==> src/hdl/icp_pkg.sv <==
// constants shared by the serial configuration port, its register bank and the alarm monitors
// assumes a single device clock; every pin-side input is synchronised before use
package icp_pkg;
    // serial target address: fixed upper bits, low two bits from the select pins
    localparam logic [4:0] DEV_ADDR_HI = 5'h1B;
    localparam int BYTE_BITS = 8;
    localparam logic [2:0] BIT_LAST = 3'h7;

    // register bank
    localparam int NUM_REGS = 24;
    localparam logic [7:0] REG_QTYPE0 = 8'h12;
    localparam logic [7:0] REG_QTYPE1 = 8'h13;
    localparam logic [7:0] REG_GLOBAL = 8'h14;
    localparam logic [7:0] REG_STATUS = 8'h17;
    localparam logic [7:0] GLOBAL_RST = 8'h04;
    localparam logic [7:0] REG_RST = 8'h00;

    // field positions
    localparam int QTYPE_BIT = 0;
    localparam int MODE_HI_BIT = 7;
    localparam int MODE_LO_BIT = 6;
    localparam int CFG_BIT = 5;
    localparam int CFG_SRC_BIT = 4;
    localparam int OE_BIT = 2;
    localparam int ST_HOLD_BIT = 6;
    localparam int ST_REFBAD_BIT = 4;
    localparam int ST_XTALBAD_BIT = 3;
    localparam int ST_LOCK_BIT = 2;

    // operating modes
    localparam logic [1:0] MODE_SYNTH = 2'h0;
    localparam logic [1:0] MODE_HBW = 2'h1;
    localparam logic [1:0] MODE_LBW = 2'h2;

    // feedback edges without a reference edge before the alarm rises
    localparam logic [1:0] FB_MISS_LAST = 2'h2;

    // synchroniser lanes
    localparam int SY_SCL = 0;
    localparam int SY_SDA = 1;
    localparam int SY_XTAL = 2;
    localparam int SY_FBUP = 3;
    localparam int SY_FBLOW = 4;
    localparam int SY_REF = 5;
    localparam int SY_LOCK = 6;
    localparam int SY_RVALID = 7;
    localparam int SY_OEPIN = 8;
    localparam int SY_CFGPIN = 9;
    localparam int SY_A0 = 10;
    localparam int SY_A1 = 11;
    localparam int SYNC_W = 12;

    typedef enum logic [8:0] {
        ST_IDLE     = 9'h001,
        ST_ADDR     = 9'h002,
        ST_ACK_ADDR = 9'h004,
        ST_PTR      = 9'h008,
        ST_ACK_PTR  = 9'h010,
        ST_WDATA    = 9'h020,
        ST_ACK_W    = 9'h040,
        ST_RDATA    = 9'h080,
        ST_ACK_R    = 9'h100
    } icp_state_t;
endpackage : icp_pkg

==> src/hdl/icp_regmem.sv <==
// byte-wide register bank with one write port and a registered read port
// assumes writes and reads come from the serial engine on the same clock
`timescale 1ns/1ps
module icp_regmem
    import icp_pkg::*;
(
    input wire logic clk_i,
    input wire logic rst_n_i,
    input wire logic wr_en_i,
    input wire logic [7:0] wr_addr_i,
    input wire logic [7:0] wr_data_i,
    input wire logic [7:0] rd_addr_i,
    input wire logic [7:0] status_i,
    output logic [7:0] rd_data_o,
    output logic [7:0] qtype0_o,
    output logic [7:0] qtype1_o,
    output logic [7:0] global_o
);
    logic [7:0] mem_reg [NUM_REGS];
    logic [7:0] rd_data_next;

    genvar gi;
    generate
        for (gi = 0; gi < NUM_REGS; gi++) begin : g_entry
            localparam logic [7:0] IDX = 8'(gi);
            localparam logic [7:0] RST = (IDX == REG_GLOBAL) ? GLOBAL_RST : REG_RST;
            logic [7:0] entry_next;
            // the status entry only mirrors live state, so software writes never land there
            always_comb begin
                if (IDX == REG_STATUS) begin
                    entry_next = status_i;
                end else if (wr_en_i && wr_addr_i == IDX) begin
                    entry_next = wr_data_i;
                end else begin
                    entry_next = mem_reg[gi];
                end
            end
            always_ff @(posedge clk_i or negedge rst_n_i) begin
                if (!rst_n_i) begin
                    mem_reg[gi] <= RST;
                end else begin
                    mem_reg[gi] <= entry_next;
                end
            end
        end
    endgenerate

    // reads past the bank return zero
    always_comb begin
        rd_data_next = 8'h00;
        if (rd_addr_i < 8'(NUM_REGS)) begin
            rd_data_next = mem_reg[rd_addr_i[4:0]];
        end
    end

    always_ff @(posedge clk_i or negedge rst_n_i) begin
        if (!rst_n_i) begin
            rd_data_o <= 8'h00;
        end else begin
            rd_data_o <= rd_data_next;
        end
    end

    assign qtype0_o = mem_reg[REG_QTYPE0[4:0]];
    assign qtype1_o = mem_reg[REG_QTYPE1[4:0]];
    assign global_o = mem_reg[REG_GLOBAL[4:0]];
endmodule : icp_regmem

==> src/hdl/icp_edge_mon.sv <==
// missing-edge monitor: counts feedback edges since the last reference edge
// assumes both edge inputs are single-cycle pulses already in the device clock domain
`timescale 1ns/1ps
module icp_edge_mon
    import icp_pkg::*;
(
    input wire logic clk_i,
    input wire logic rst_n_i,
    input wire logic ref_edge_i,
    input wire logic fb_edge_i,
    output logic alarm_o
);
    logic [1:0] cnt_reg;
    logic [1:0] cnt_next;
    logic alarm_next;

    always_comb begin
        cnt_next = cnt_reg;
        alarm_next = alarm_o;
        // a reference edge wins over a coincident feedback edge and clears at once
        if (ref_edge_i) begin
            cnt_next = 2'h0;
            alarm_next = 1'b0;
        end else if (fb_edge_i) begin
            if (cnt_reg == FB_MISS_LAST) begin
                alarm_next = 1'b1;
            end else begin
                cnt_next = 2'(cnt_reg + 2'h1);
            end
        end
    end

    always_ff @(posedge clk_i or negedge rst_n_i) begin
        if (!rst_n_i) begin
            cnt_reg <= 2'h0;
            alarm_o <= 1'b0;
        end else begin
            cnt_reg <= cnt_next;
            alarm_o <= alarm_next;
        end
    end
endmodule : icp_edge_mon

==> src/hdl/icp_top.sv <==
// serial configuration port, register bank, alarm monitors and output-enable gating
// assumes scl/sda and all analog-side signals are asynchronous to ref_clk_i;
// scl must stay well below a quarter of the device clock rate
// Function
// - answer only address 11011 plus select pins
// - write: address, pointer, data bytes, each acknowledged
// - first written byte loads the register pointer
// - bytes ascend from pointer, msb first
// - read: repeated start, read address, device sends
// - master may stop after any whole byte
// - driver enabled only when bit and pin enabled
// - enable bit resets to enabled
// - disabled output pair goes high impedance
// - active configuration's bit picks output standard
// - three feedback edges without crystal edge alarm
// - crystal edge clears crystal alarm immediately
// - three feedback edges without reference edge alarm
// - reference check feedback follows bandwidth mode
// - lock flag follows frequency lock, low on reference loss
// - every alarm on a pin and status bit
// - no-valid-reference bit when not locked to reference
// - reference loss stops adjustment, holdover or free-run; in synthesizer mode neither holdover nor free-run is flagged
// - recovered reference resumes tracking automatically
// - two-bit mode field steers alarm detector
`timescale 1ns/1ps
module icp_top
    import icp_pkg::*;
(
    input wire logic ref_clk_i,
    input wire logic nrst_i,
    input wire logic scl_i,
    input wire logic sda_i,
    output logic sda_o,
    output logic sda_oe_o,
    input wire logic addr_select_low_i,
    input wire logic addr_select_high_i,
    input wire logic oe_pin_i,
    input wire logic config_pin_i,
    input wire logic xtal_edge_i,
    input wire logic upper_fb_edge_i,
    input wire logic lower_fb_edge_i,
    input wire logic ref_div_edge_i,
    input wire logic freq_locked_i,
    input wire logic ref_valid_i,
    output logic crystal_edges_missing_o,
    output logic ref_edges_missing_o,
    output logic pll_locked_flag_o,
    output logic no_valid_ref_o,
    output logic phase_adjust_en_o,
    output logic holdover_o,
    output logic free_run_o,
    output logic out_enable_o,
    output logic out_hiz_o,
    output logic out_lvds_o,
    output logic config_sel_o,
    output logic [1:0] mode_sel_o
);
    ////////////////////////////////////////////////////////////////////////////////
    // reset release and input synchronisers
    logic [1:0] rst_sync_reg;
    logic rst_n;
    logic [SYNC_W-1:0] meta_reg;
    logic [SYNC_W-1:0] sync_reg;
    logic [SYNC_W-1:0] dly_reg;
    logic [SYNC_W-1:0] rise;
    logic [SYNC_W-1:0] fall;

    always_ff @(posedge ref_clk_i or negedge nrst_i) begin
        if (!nrst_i) begin
            rst_sync_reg <= 2'h0;
        end else begin
            rst_sync_reg <= {rst_sync_reg[0], 1'b1};
        end
    end
    assign rst_n = rst_sync_reg[1];

    logic [SYNC_W-1:0] pins;
    assign pins = {addr_select_high_i, addr_select_low_i, config_pin_i, oe_pin_i, ref_valid_i,
                   freq_locked_i, ref_div_edge_i, lower_fb_edge_i, upper_fb_edge_i,
                   xtal_edge_i, sda_i, scl_i};

    genvar gs;
    generate
        for (gs = 0; gs < SYNC_W; gs++) begin : g_sync
            // idle-high reset keeps a released bus from looking like a start
            always_ff @(posedge ref_clk_i or negedge rst_n) begin
                if (!rst_n) begin
                    meta_reg[gs] <= 1'b1;
                    sync_reg[gs] <= 1'b1;
                    dly_reg[gs] <= 1'b1;
                end else begin
                    meta_reg[gs] <= pins[gs];
                    sync_reg[gs] <= meta_reg[gs];
                    dly_reg[gs] <= sync_reg[gs];
                end
            end
            assign rise[gs] = sync_reg[gs] & ~dly_reg[gs];
            assign fall[gs] = ~sync_reg[gs] & dly_reg[gs];
        end
    endgenerate

    ////////////////////////////////////////////////////////////////////////////////
    // register bank
    logic wr_en;
    logic [7:0] byte_in;
    logic [7:0] rd_data;
    logic [7:0] qtype0;
    logic [7:0] qtype1;
    logic [7:0] global_bits;
    logic [7:0] status_bits;
    logic [7:0] ptr_reg;
    logic [7:0] ptr_next;

    icp_regmem u_regmem (
        .clk_i(ref_clk_i),
        .rst_n_i(rst_n),
        .wr_en_i(wr_en),
        .wr_addr_i(ptr_reg),
        .wr_data_i(byte_in),
        .rd_addr_i(ptr_reg),
        .status_i(status_bits),
        .rd_data_o(rd_data),
        .qtype0_o(qtype0),
        .qtype1_o(qtype1),
        .global_o(global_bits)
    );

    ////////////////////////////////////////////////////////////////////////////////
    // serial engine: samples on scl rise, changes sda on scl fall
    icp_state_t state_reg;
    icp_state_t state_next;
    logic [2:0] cnt_reg;
    logic [2:0] cnt_next;
    logic [7:0] shift_reg;
    logic [7:0] shift_next;
    logic [7:0] tx_reg;
    logic [7:0] tx_next;
    logic rw_reg;
    logic rw_next;
    logic pull_reg;
    logic pull_next;
    logic slot_reg;
    logic slot_next;
    logic nack_reg;
    logic nack_next;
    logic start_det;
    logic stop_det;
    logic scl_rise;
    logic scl_fall;
    logic sda_s;
    logic [6:0] own_addr;

    assign sda_s = sync_reg[SY_SDA];
    assign scl_rise = rise[SY_SCL];
    assign scl_fall = fall[SY_SCL];
    assign start_det = fall[SY_SDA] & sync_reg[SY_SCL];
    assign stop_det = rise[SY_SDA] & sync_reg[SY_SCL];
    assign own_addr = {DEV_ADDR_HI, sync_reg[SY_A1], sync_reg[SY_A0]};
    assign byte_in = {shift_reg[6:0], sda_s};

    always_comb begin
        state_next = state_reg;
        cnt_next = cnt_reg;
        shift_next = shift_reg;
        tx_next = tx_reg;
        ptr_next = ptr_reg;
        rw_next = rw_reg;
        pull_next = pull_reg;
        slot_next = slot_reg;
        nack_next = nack_reg;
        wr_en = 1'b0;
        if (start_det) begin
            // a repeated start lands here too, keeping the pointer
            state_next = ST_ADDR;
            cnt_next = 3'h0;
            pull_next = 1'b0;
        end else if (stop_det) begin
            state_next = ST_IDLE;
            pull_next = 1'b0;
        end else if (scl_rise) begin
            unique case (state_reg)
                ST_ADDR, ST_PTR, ST_WDATA, ST_RDATA: begin
                    shift_next = byte_in;
                    cnt_next = 3'(cnt_reg + 3'h1);
                    slot_next = 1'b0;
                    if (cnt_reg == BIT_LAST) begin
                        unique case (state_reg)
                            ST_ADDR: begin
                                if (byte_in[7:1] == own_addr) begin
                                    rw_next = byte_in[0];
                                    state_next = ST_ACK_ADDR;
                                end else begin
                                    state_next = ST_IDLE;
                                end
                            end
                            ST_PTR: begin
                                ptr_next = byte_in;
                                state_next = ST_ACK_PTR;
                            end
                            ST_WDATA: begin
                                wr_en = 1'b1;
                                ptr_next = 8'(ptr_reg + 8'h01);
                                state_next = ST_ACK_W;
                            end
                            default: begin
                                state_next = ST_ACK_R;
                            end
                        endcase
                    end
                end
                ST_ACK_R: begin
                    nack_next = sda_s;
                    slot_next = 1'b1;
                end
                default: begin
                end
            endcase
        end else if (scl_fall) begin
            unique case (state_reg)
                ST_ACK_ADDR, ST_ACK_PTR, ST_ACK_W: begin
                    if (!slot_reg) begin
                        pull_next = 1'b1;
                        slot_next = 1'b1;
                    end else begin
                        pull_next = 1'b0;
                        cnt_next = 3'h0;
                        if (state_reg == ST_ACK_ADDR && rw_reg) begin
                            state_next = ST_RDATA;
                            tx_next = rd_data;
                            pull_next = ~rd_data[7];
                            ptr_next = 8'(ptr_reg + 8'h01);
                        end else if (state_reg == ST_ACK_ADDR) begin
                            state_next = ST_PTR;
                        end else begin
                            state_next = ST_WDATA;
                        end
                    end
                end
                ST_RDATA: begin
                    tx_next = {tx_reg[6:0], 1'b0};
                    pull_next = ~tx_reg[6];
                end
                ST_ACK_R: begin
                    if (!slot_reg) begin
                        pull_next = 1'b0;
                    end else if (nack_reg) begin
                        state_next = ST_IDLE;
                    end else begin
                        state_next = ST_RDATA;
                        cnt_next = 3'h0;
                        tx_next = rd_data;
                        pull_next = ~rd_data[7];
                        ptr_next = 8'(ptr_reg + 8'h01);
                    end
                end
                default: begin
                end
            endcase
        end
    end

    always_ff @(posedge ref_clk_i or negedge rst_n) begin
        if (!rst_n) begin
            state_reg <= ST_IDLE;
            cnt_reg <= 3'h0;
            shift_reg <= 8'h00;
            tx_reg <= 8'h00;
            ptr_reg <= 8'h00;
            rw_reg <= 1'b0;
            pull_reg <= 1'b0;
            slot_reg <= 1'b0;
            nack_reg <= 1'b0;
        end else begin
            state_reg <= state_next;
            cnt_reg <= cnt_next;
            shift_reg <= shift_next;
            tx_reg <= tx_next;
            ptr_reg <= ptr_next;
            rw_reg <= rw_next;
            pull_reg <= pull_next;
            slot_reg <= slot_next;
            nack_reg <= nack_next;
        end
    end

    // open drain: only ever pulls low
    assign sda_o = 1'b0;
    assign sda_oe_o = pull_reg;

    ////////////////////////////////////////////////////////////////////////////////
    // alarm monitors
    logic [1:0] mode;
    logic ref_fb_edge;
    logic xtal_alarm;
    logic ref_alarm;

    assign mode = global_bits[MODE_HI_BIT:MODE_LO_BIT];
    // synthesizer mode has no lower loop; the upper feedback keeps the alarm defined
    assign ref_fb_edge = (mode == MODE_LBW) ? rise[SY_FBLOW] : rise[SY_FBUP];

    icp_edge_mon u_xtal_mon (
        .clk_i(ref_clk_i),
        .rst_n_i(rst_n),
        .ref_edge_i(rise[SY_XTAL]),
        .fb_edge_i(rise[SY_FBUP]),
        .alarm_o(xtal_alarm)
    );

    icp_edge_mon u_ref_mon (
        .clk_i(ref_clk_i),
        .rst_n_i(rst_n),
        .ref_edge_i(rise[SY_REF]),
        .fb_edge_i(ref_fb_edge),
        .alarm_o(ref_alarm)
    );

    ////////////////////////////////////////////////////////////////////////////////
    // status, holdover and output stage
    logic ref_fail;
    logic active_cfg;
    logic [7:0] flags_next;
    logic [7:0] flags_reg;

    assign ref_fail = ref_alarm | ~sync_reg[SY_RVALID];
    assign active_cfg = global_bits[CFG_SRC_BIT] ? global_bits[CFG_BIT] : sync_reg[SY_CFGPIN];

    always_comb begin
        flags_next = 8'h00;
        flags_next[0] = xtal_alarm;
        flags_next[1] = ref_alarm;
        flags_next[2] = sync_reg[SY_LOCK] & ~ref_fail;
        flags_next[3] = ref_fail;
        flags_next[4] = ~ref_fail;
        flags_next[5] = ref_fail & (mode == MODE_LBW);
        flags_next[6] = ref_fail & (mode == MODE_HBW);
        flags_next[7] = global_bits[OE_BIT] & sync_reg[SY_OEPIN];
    end

    always_ff @(posedge ref_clk_i or negedge rst_n) begin
        if (!rst_n) begin
            flags_reg <= 8'h00;
            out_lvds_o <= 1'b0;
        end else begin
            flags_reg <= flags_next;
            out_lvds_o <= active_cfg ? qtype1[QTYPE_BIT] : qtype0[QTYPE_BIT];
        end
    end

    always_comb begin
        status_bits = 8'h00;
        status_bits[ST_HOLD_BIT] = flags_reg[3];
        status_bits[ST_REFBAD_BIT] = flags_reg[1];
        status_bits[ST_XTALBAD_BIT] = flags_reg[0];
        status_bits[ST_LOCK_BIT] = flags_reg[2];
    end

    assign crystal_edges_missing_o = flags_reg[0];
    assign ref_edges_missing_o = flags_reg[1];
    assign pll_locked_flag_o = flags_reg[2];
    assign no_valid_ref_o = flags_reg[3];
    assign phase_adjust_en_o = flags_reg[4];
    assign holdover_o = flags_reg[5];
    assign free_run_o = flags_reg[6];
    assign out_enable_o = flags_reg[7];
    assign out_hiz_o = ~flags_reg[7];
    assign config_sel_o = active_cfg;
    assign mode_sel_o = mode;
endmodule : icp_top

==> config.mk <==
export PLATFORM = sky130hd
export DESIGN_NAME = icp_top
export DESIGN_NICKNAME = d
export VERILOG_FILES = /design/src/hdl/icp_pkg.sv /design/src/hdl/icp_regmem.sv /design/src/hdl/icp_edge_mon.sv /design/src/hdl/icp_top.sv
export SDC_FILE = /design/constraint.sdc
export NUM_CORES = 1
export LEC_CHECK = 0
export ABC_AREA = 1
export ABC_CLOCK_PERIOD_IN_PS = 16400
export BUFFER_PORTS_ARGS = -buffer_cell sky130_fd_sc_hd__buf_4
export CAP_MARGIN = 20
export CORE_MARGIN = 2
export CORE_UTILIZATION = 39
export DETAILED_ROUTE_END_ITERATION = 10
export MAX_ROUTING_LAYER = met4
export PLACE_DENSITY = 0.66
export SETUP_SLACK_MARGIN = 0.02
export SLEW_MARGIN = 40
export SYNTH_ARGS = -nofsm -noshare
export SYNTH_HDL_FRONTEND = slang
export SYNTH_SLANG_ARGS = --single-unit
==> constraint.sdc <==
create_clock -name ref_clk_i -period 16.4 [get_ports ref_clk_i]
set_input_delay 0.82 -clock ref_clk_i [delete_from_list [all_inputs] [get_ports ref_clk_i]]
set_output_delay 0.82 -clock ref_clk_i [all_outputs]
set_load 0.01 [all_outputs]
==> results.md <==
Synth:
- The count of flip-flops with a built-in enable after synthesis is 0.
- The count of synthesis-stage warnings from yosys is 0.
- A synthesized cell averages between 8 and 9 µm².
- The post-synthesis instance total is 1584.
- The number of different library cells used by synthesis comes to between 40 and 50.
- The cell area after synthesis is 13300 µm².
- For this run, the register share of the synthesized area comes to 0.533.
- Synthesis produced a netlist with a net count of roughly 1600.
- The flip-flop cell with the highest count after synthesis is sky130_fd_sc_hd__dfrtp_1.
- Counting flops and latches in the post-synthesis netlist gives between 200 and 300.
- Counting flops with an async set or reset pin after synthesis yields a share of 1.00.

Timing:
- Of the available clock period, the critical path in the final layout requires 0.193.
- The headroom to the max-slew limit is 0.431.
- The clock period minus worst slack is 3.16 ns.
- The number of endpoints with negative hold slack in the final report is 0.
- The number of max-slew violations in the final report is 0.
- The setup TNS is 0 ns.
- For the pin with the worst max-slew slack, the measured transition is 0.853 ns.
- The fmax is 0.317 GHz.
- The largest clock skew in the final design is 0.0290 ns.
- Setup repair after global routing left no endpoint under its margin.
- The worst setup margin is 13.24 ns.
- The number of failing setup endpoints in the final timing report is 0.
- On the final layout, the worst hold slack is 0.0663 ns.

Status:
- The run finished with clean final reports.

Setup path:
- The worst path arrival time is around 3.5 ns.
- The startpoint of the worst-slack reg-to-reg timing path is sda_s$_DFF_PN1_.
- The largest driver fanout on the critical path is 21.
- The worst setup path is of the flop to flop kind.
- The number of cells on the worst reg-to-reg path is 9.
- In this run the critical register-to-register path is captured at u_regmem.mem_reg[73]$_DFFE_PN0P_.
- The worst setup path is captured at a flop.
- Tracing the worst setup path back leads to its startpoint at sda_s$_DFF_PN1_.
- The register-to-register setup slack is 13.24 ns.
- STA classifies the critical path startpoint as a flop.
- STA puts the critical path data required time at 16.78 ns.

Power:
- The total power per unit cell area is approximately 140 nW/µm².
- Across the VDD grid, the largest voltage drop is 71.9 µV.
- For this design the static power due to leakage is 7.41 nW.
- The design draws 2.00 mW.

Drt:
- The per-cell via count in the routed design is 5.14.
- The remaining number of nets flagged by the antenna check after routing is 0.
- The number of DRC markers after the initial detailed-route iteration is 817.
- The routed wirelength normalized by instance count is approximately 17 µm.
- For this block, the routed nets add up to 34100 µm of wire.
- The residual DRC count is 0.
- The total via count after detailed routing is between 10000 and 15000.
- The length of the first detailed-routing pass in iterations is 5.

Run:
- The count of max-cap constraint violations is 0.

Layout:
- The most common cell after layout, fill and taps aside is sky130_fd_sc_hd__nand2_1.
- The register with the most flip-flops in the layout has 164 of them.
- The final layout contains between 1500 and 2000 nets.
- The top cell types in the final layout, fill and taps aside, are sky130_fd_sc_hd__nand2_1 (350), sky130_fd_sc_hd__dfrtp_1 (246), sky130_fd_sc_hd__inv_1 (191), sky130_fd_sc_hd__nor2_1 (138), sky130_fd_sc_hd__o21ai_0 (117).
- From synthesis to final layout, the design area changed by 11.2%.
- The number of standard cells in the layout, taps in and fillers out is just over 2000.
- In the final layout, the share of cells above drive strength 1 is 0.111.
- The diode insertion count for antenna repair is 0.

Die:
- The floorplan has 67 rows.
- During I/O placement, the number of pins put on the boundary was 29.
- The placeable core region is 33500 µm².
- The total die area is 35500 µm².
- The effective utilization at floorplan is 0.396.
- The overall die width is 189 µm.
- Measured along the y axis, the die boundary spans about 190 µm.

Clocking:
- The number of hold buffers added after CTS is 0.
- The number of gates resized after CTS was 0.
- The clock buffer count from CTS is 34.
- The tree is rooted in a sky130_fd_sc_hd__clkbuf_16.
- The buffer count from post-CTS setup fixing is 0.
- No sink is reached through more buffers than the 3 on the longest clock path.
- After clock tree synthesis, the clock-pin slew on the worst setup and hold paths is 0.06 ns.
- The H-tree was split into 2 levels.
- TritonCTS built the clock tree.
- The number of clock sinks is between 200 and 300.
- The later-pin clock latency in the skew report is 0.53 ns.

Placed design:
- The number of input and output port buffers inserted is 27.
- Prior to clock tree synthesis, the placed netlist has a worst setup slack of 13.32 ns.
- Detailed placement finished with a half-perimeter wire length of about 22000 µm.
- At the end of routability-driven placement, the weighted congestion stood at 0.885.
- The number of instances in the placed design is 1984.

Global route:
- The first global-routing pass estimated 55800 µm of wire.
- The via count of the first global-routing pass is 10400.
- The number of antenna violations at the first check in global routing is 0.
- The largest net degree at the start of global routing is 82.
- The combined global-route utilization of all metal layers is 0.203.
- The total grt overflow is 0.

Hold path:
- The worst min-delay path class is primary input to asynchronous set/reset pin.
per-stage QoR:
stage           util  area, µm²
5_1_grt        0.440      14800
4_1_cts        0.440      14800
3_3_place_gp   0.407      13700
2_1_floorplan      -      13300
6_report       0.440      14800
3_5_place_dp   0.408      13700
critical path: stages, from the launching register on:
cell and delay [ns]:
sky130_fd_sc_hd__dfstp_2 0.66, sky130_fd_sc_hd__inv_2 0.26, sky130_fd_sc_hd__nand3_1 0.38, sky130_fd_sc_hd__nand2_2 0.18
sky130_fd_sc_hd__nor2_4 0.18, sky130_fd_sc_hd__nand2_2 0.12, sky130_fd_sc_hd__nor2_8 0.17, sky130_fd_sc_hd__nand4_1 0.55
sky130_fd_sc_hd__o21ai_0 0.43, sky130_fd_sc_hd__inv_1 0.07
final cells by class:
cell class                      instances  area, µm²
Timing Repair Buffer                   36        290
Fill cell                            3320      18800
Sequential cell                       281       7080
Multi-Input combinational cell       1020       5010
Tap cell                              448        561
Clock inverter                         10       82.6
Inverter                              199        749
Clock buffer                           52        998
layer usage:
| layer | vias up | global-route usage | routed length, µm |
|---|---|---|---|
| li1 | 5078 | - | - |
| met4 | 0 | 0.0790 | 1200 |
| met3 | 76 | 0.0354 | 2000 |
| met1 | 5038 | 0.265 | 15300 |
| met5 | - | - | 0 |
| met2 | 324 | 0.316 | 15600 |
cells by family (layout without fill, tap and decap cells):
kind of cell               count (synthesis)  count (layout)  share of synthesized area
AOI/OAI and AO/OA                        370             370                      0.152
xor gates and xnor gates                   4               4                    0.00264
adders and majority gates                 10              10                    0.00942
buffers and inverters                    283             297                     0.0904
DFF                                      281             281                      0.533
muxes                                      7               7                    0.00537
other                                      2               2                   0.000566
and+or+nand+nor                          627             627                      0.207
report_power, final:
part	switching (mW)	internal, mW
registers	0.0550	0.733
clock network	0.297	0.424
logic	0.364	0.123
total	0.716	1.28
synthesized netlist by cell type (all sizes together) (11+ instances only):
library cell / n / area [µm²]
nand3: 84 / 425
dfrtp: 249 / 6230
inv: 197 / 742
clkbuf: 55 / 206
o211ai: 32 / 240
nand2: 368 / 1510
buf: 29 / 245
o21ai: 244 / 1270
a21oi: 77 / 385
nand4: 11 / 68.8
nor2: 151 / 673
dfstp: 32 / 841
worst max-delay path by stage:
stage	slack (ns)	depth (start not counted)	to
2_1_floorplan	8.04	0	cnt_reg[0]$_DFFE_PN0P_
3_3_place_gp	13.24	2	u_regmem.mem_reg[114]$_DFFE_PN0P_
3_5_place_dp	13.32	9	u_regmem.mem_reg[89]$_DFFE_PN0P_
4_1_cts	13.29	9	u_regmem.mem_reg[73]$_DFFE_PN0P_
5_1_grt	13.00	9	u_regmem.mem_reg[85]$_DFFE_PN0P_
6_report	13.24	9	u_regmem.mem_reg[73]$_DFFE_PN0P_
(Power assumes the default switching activity.)
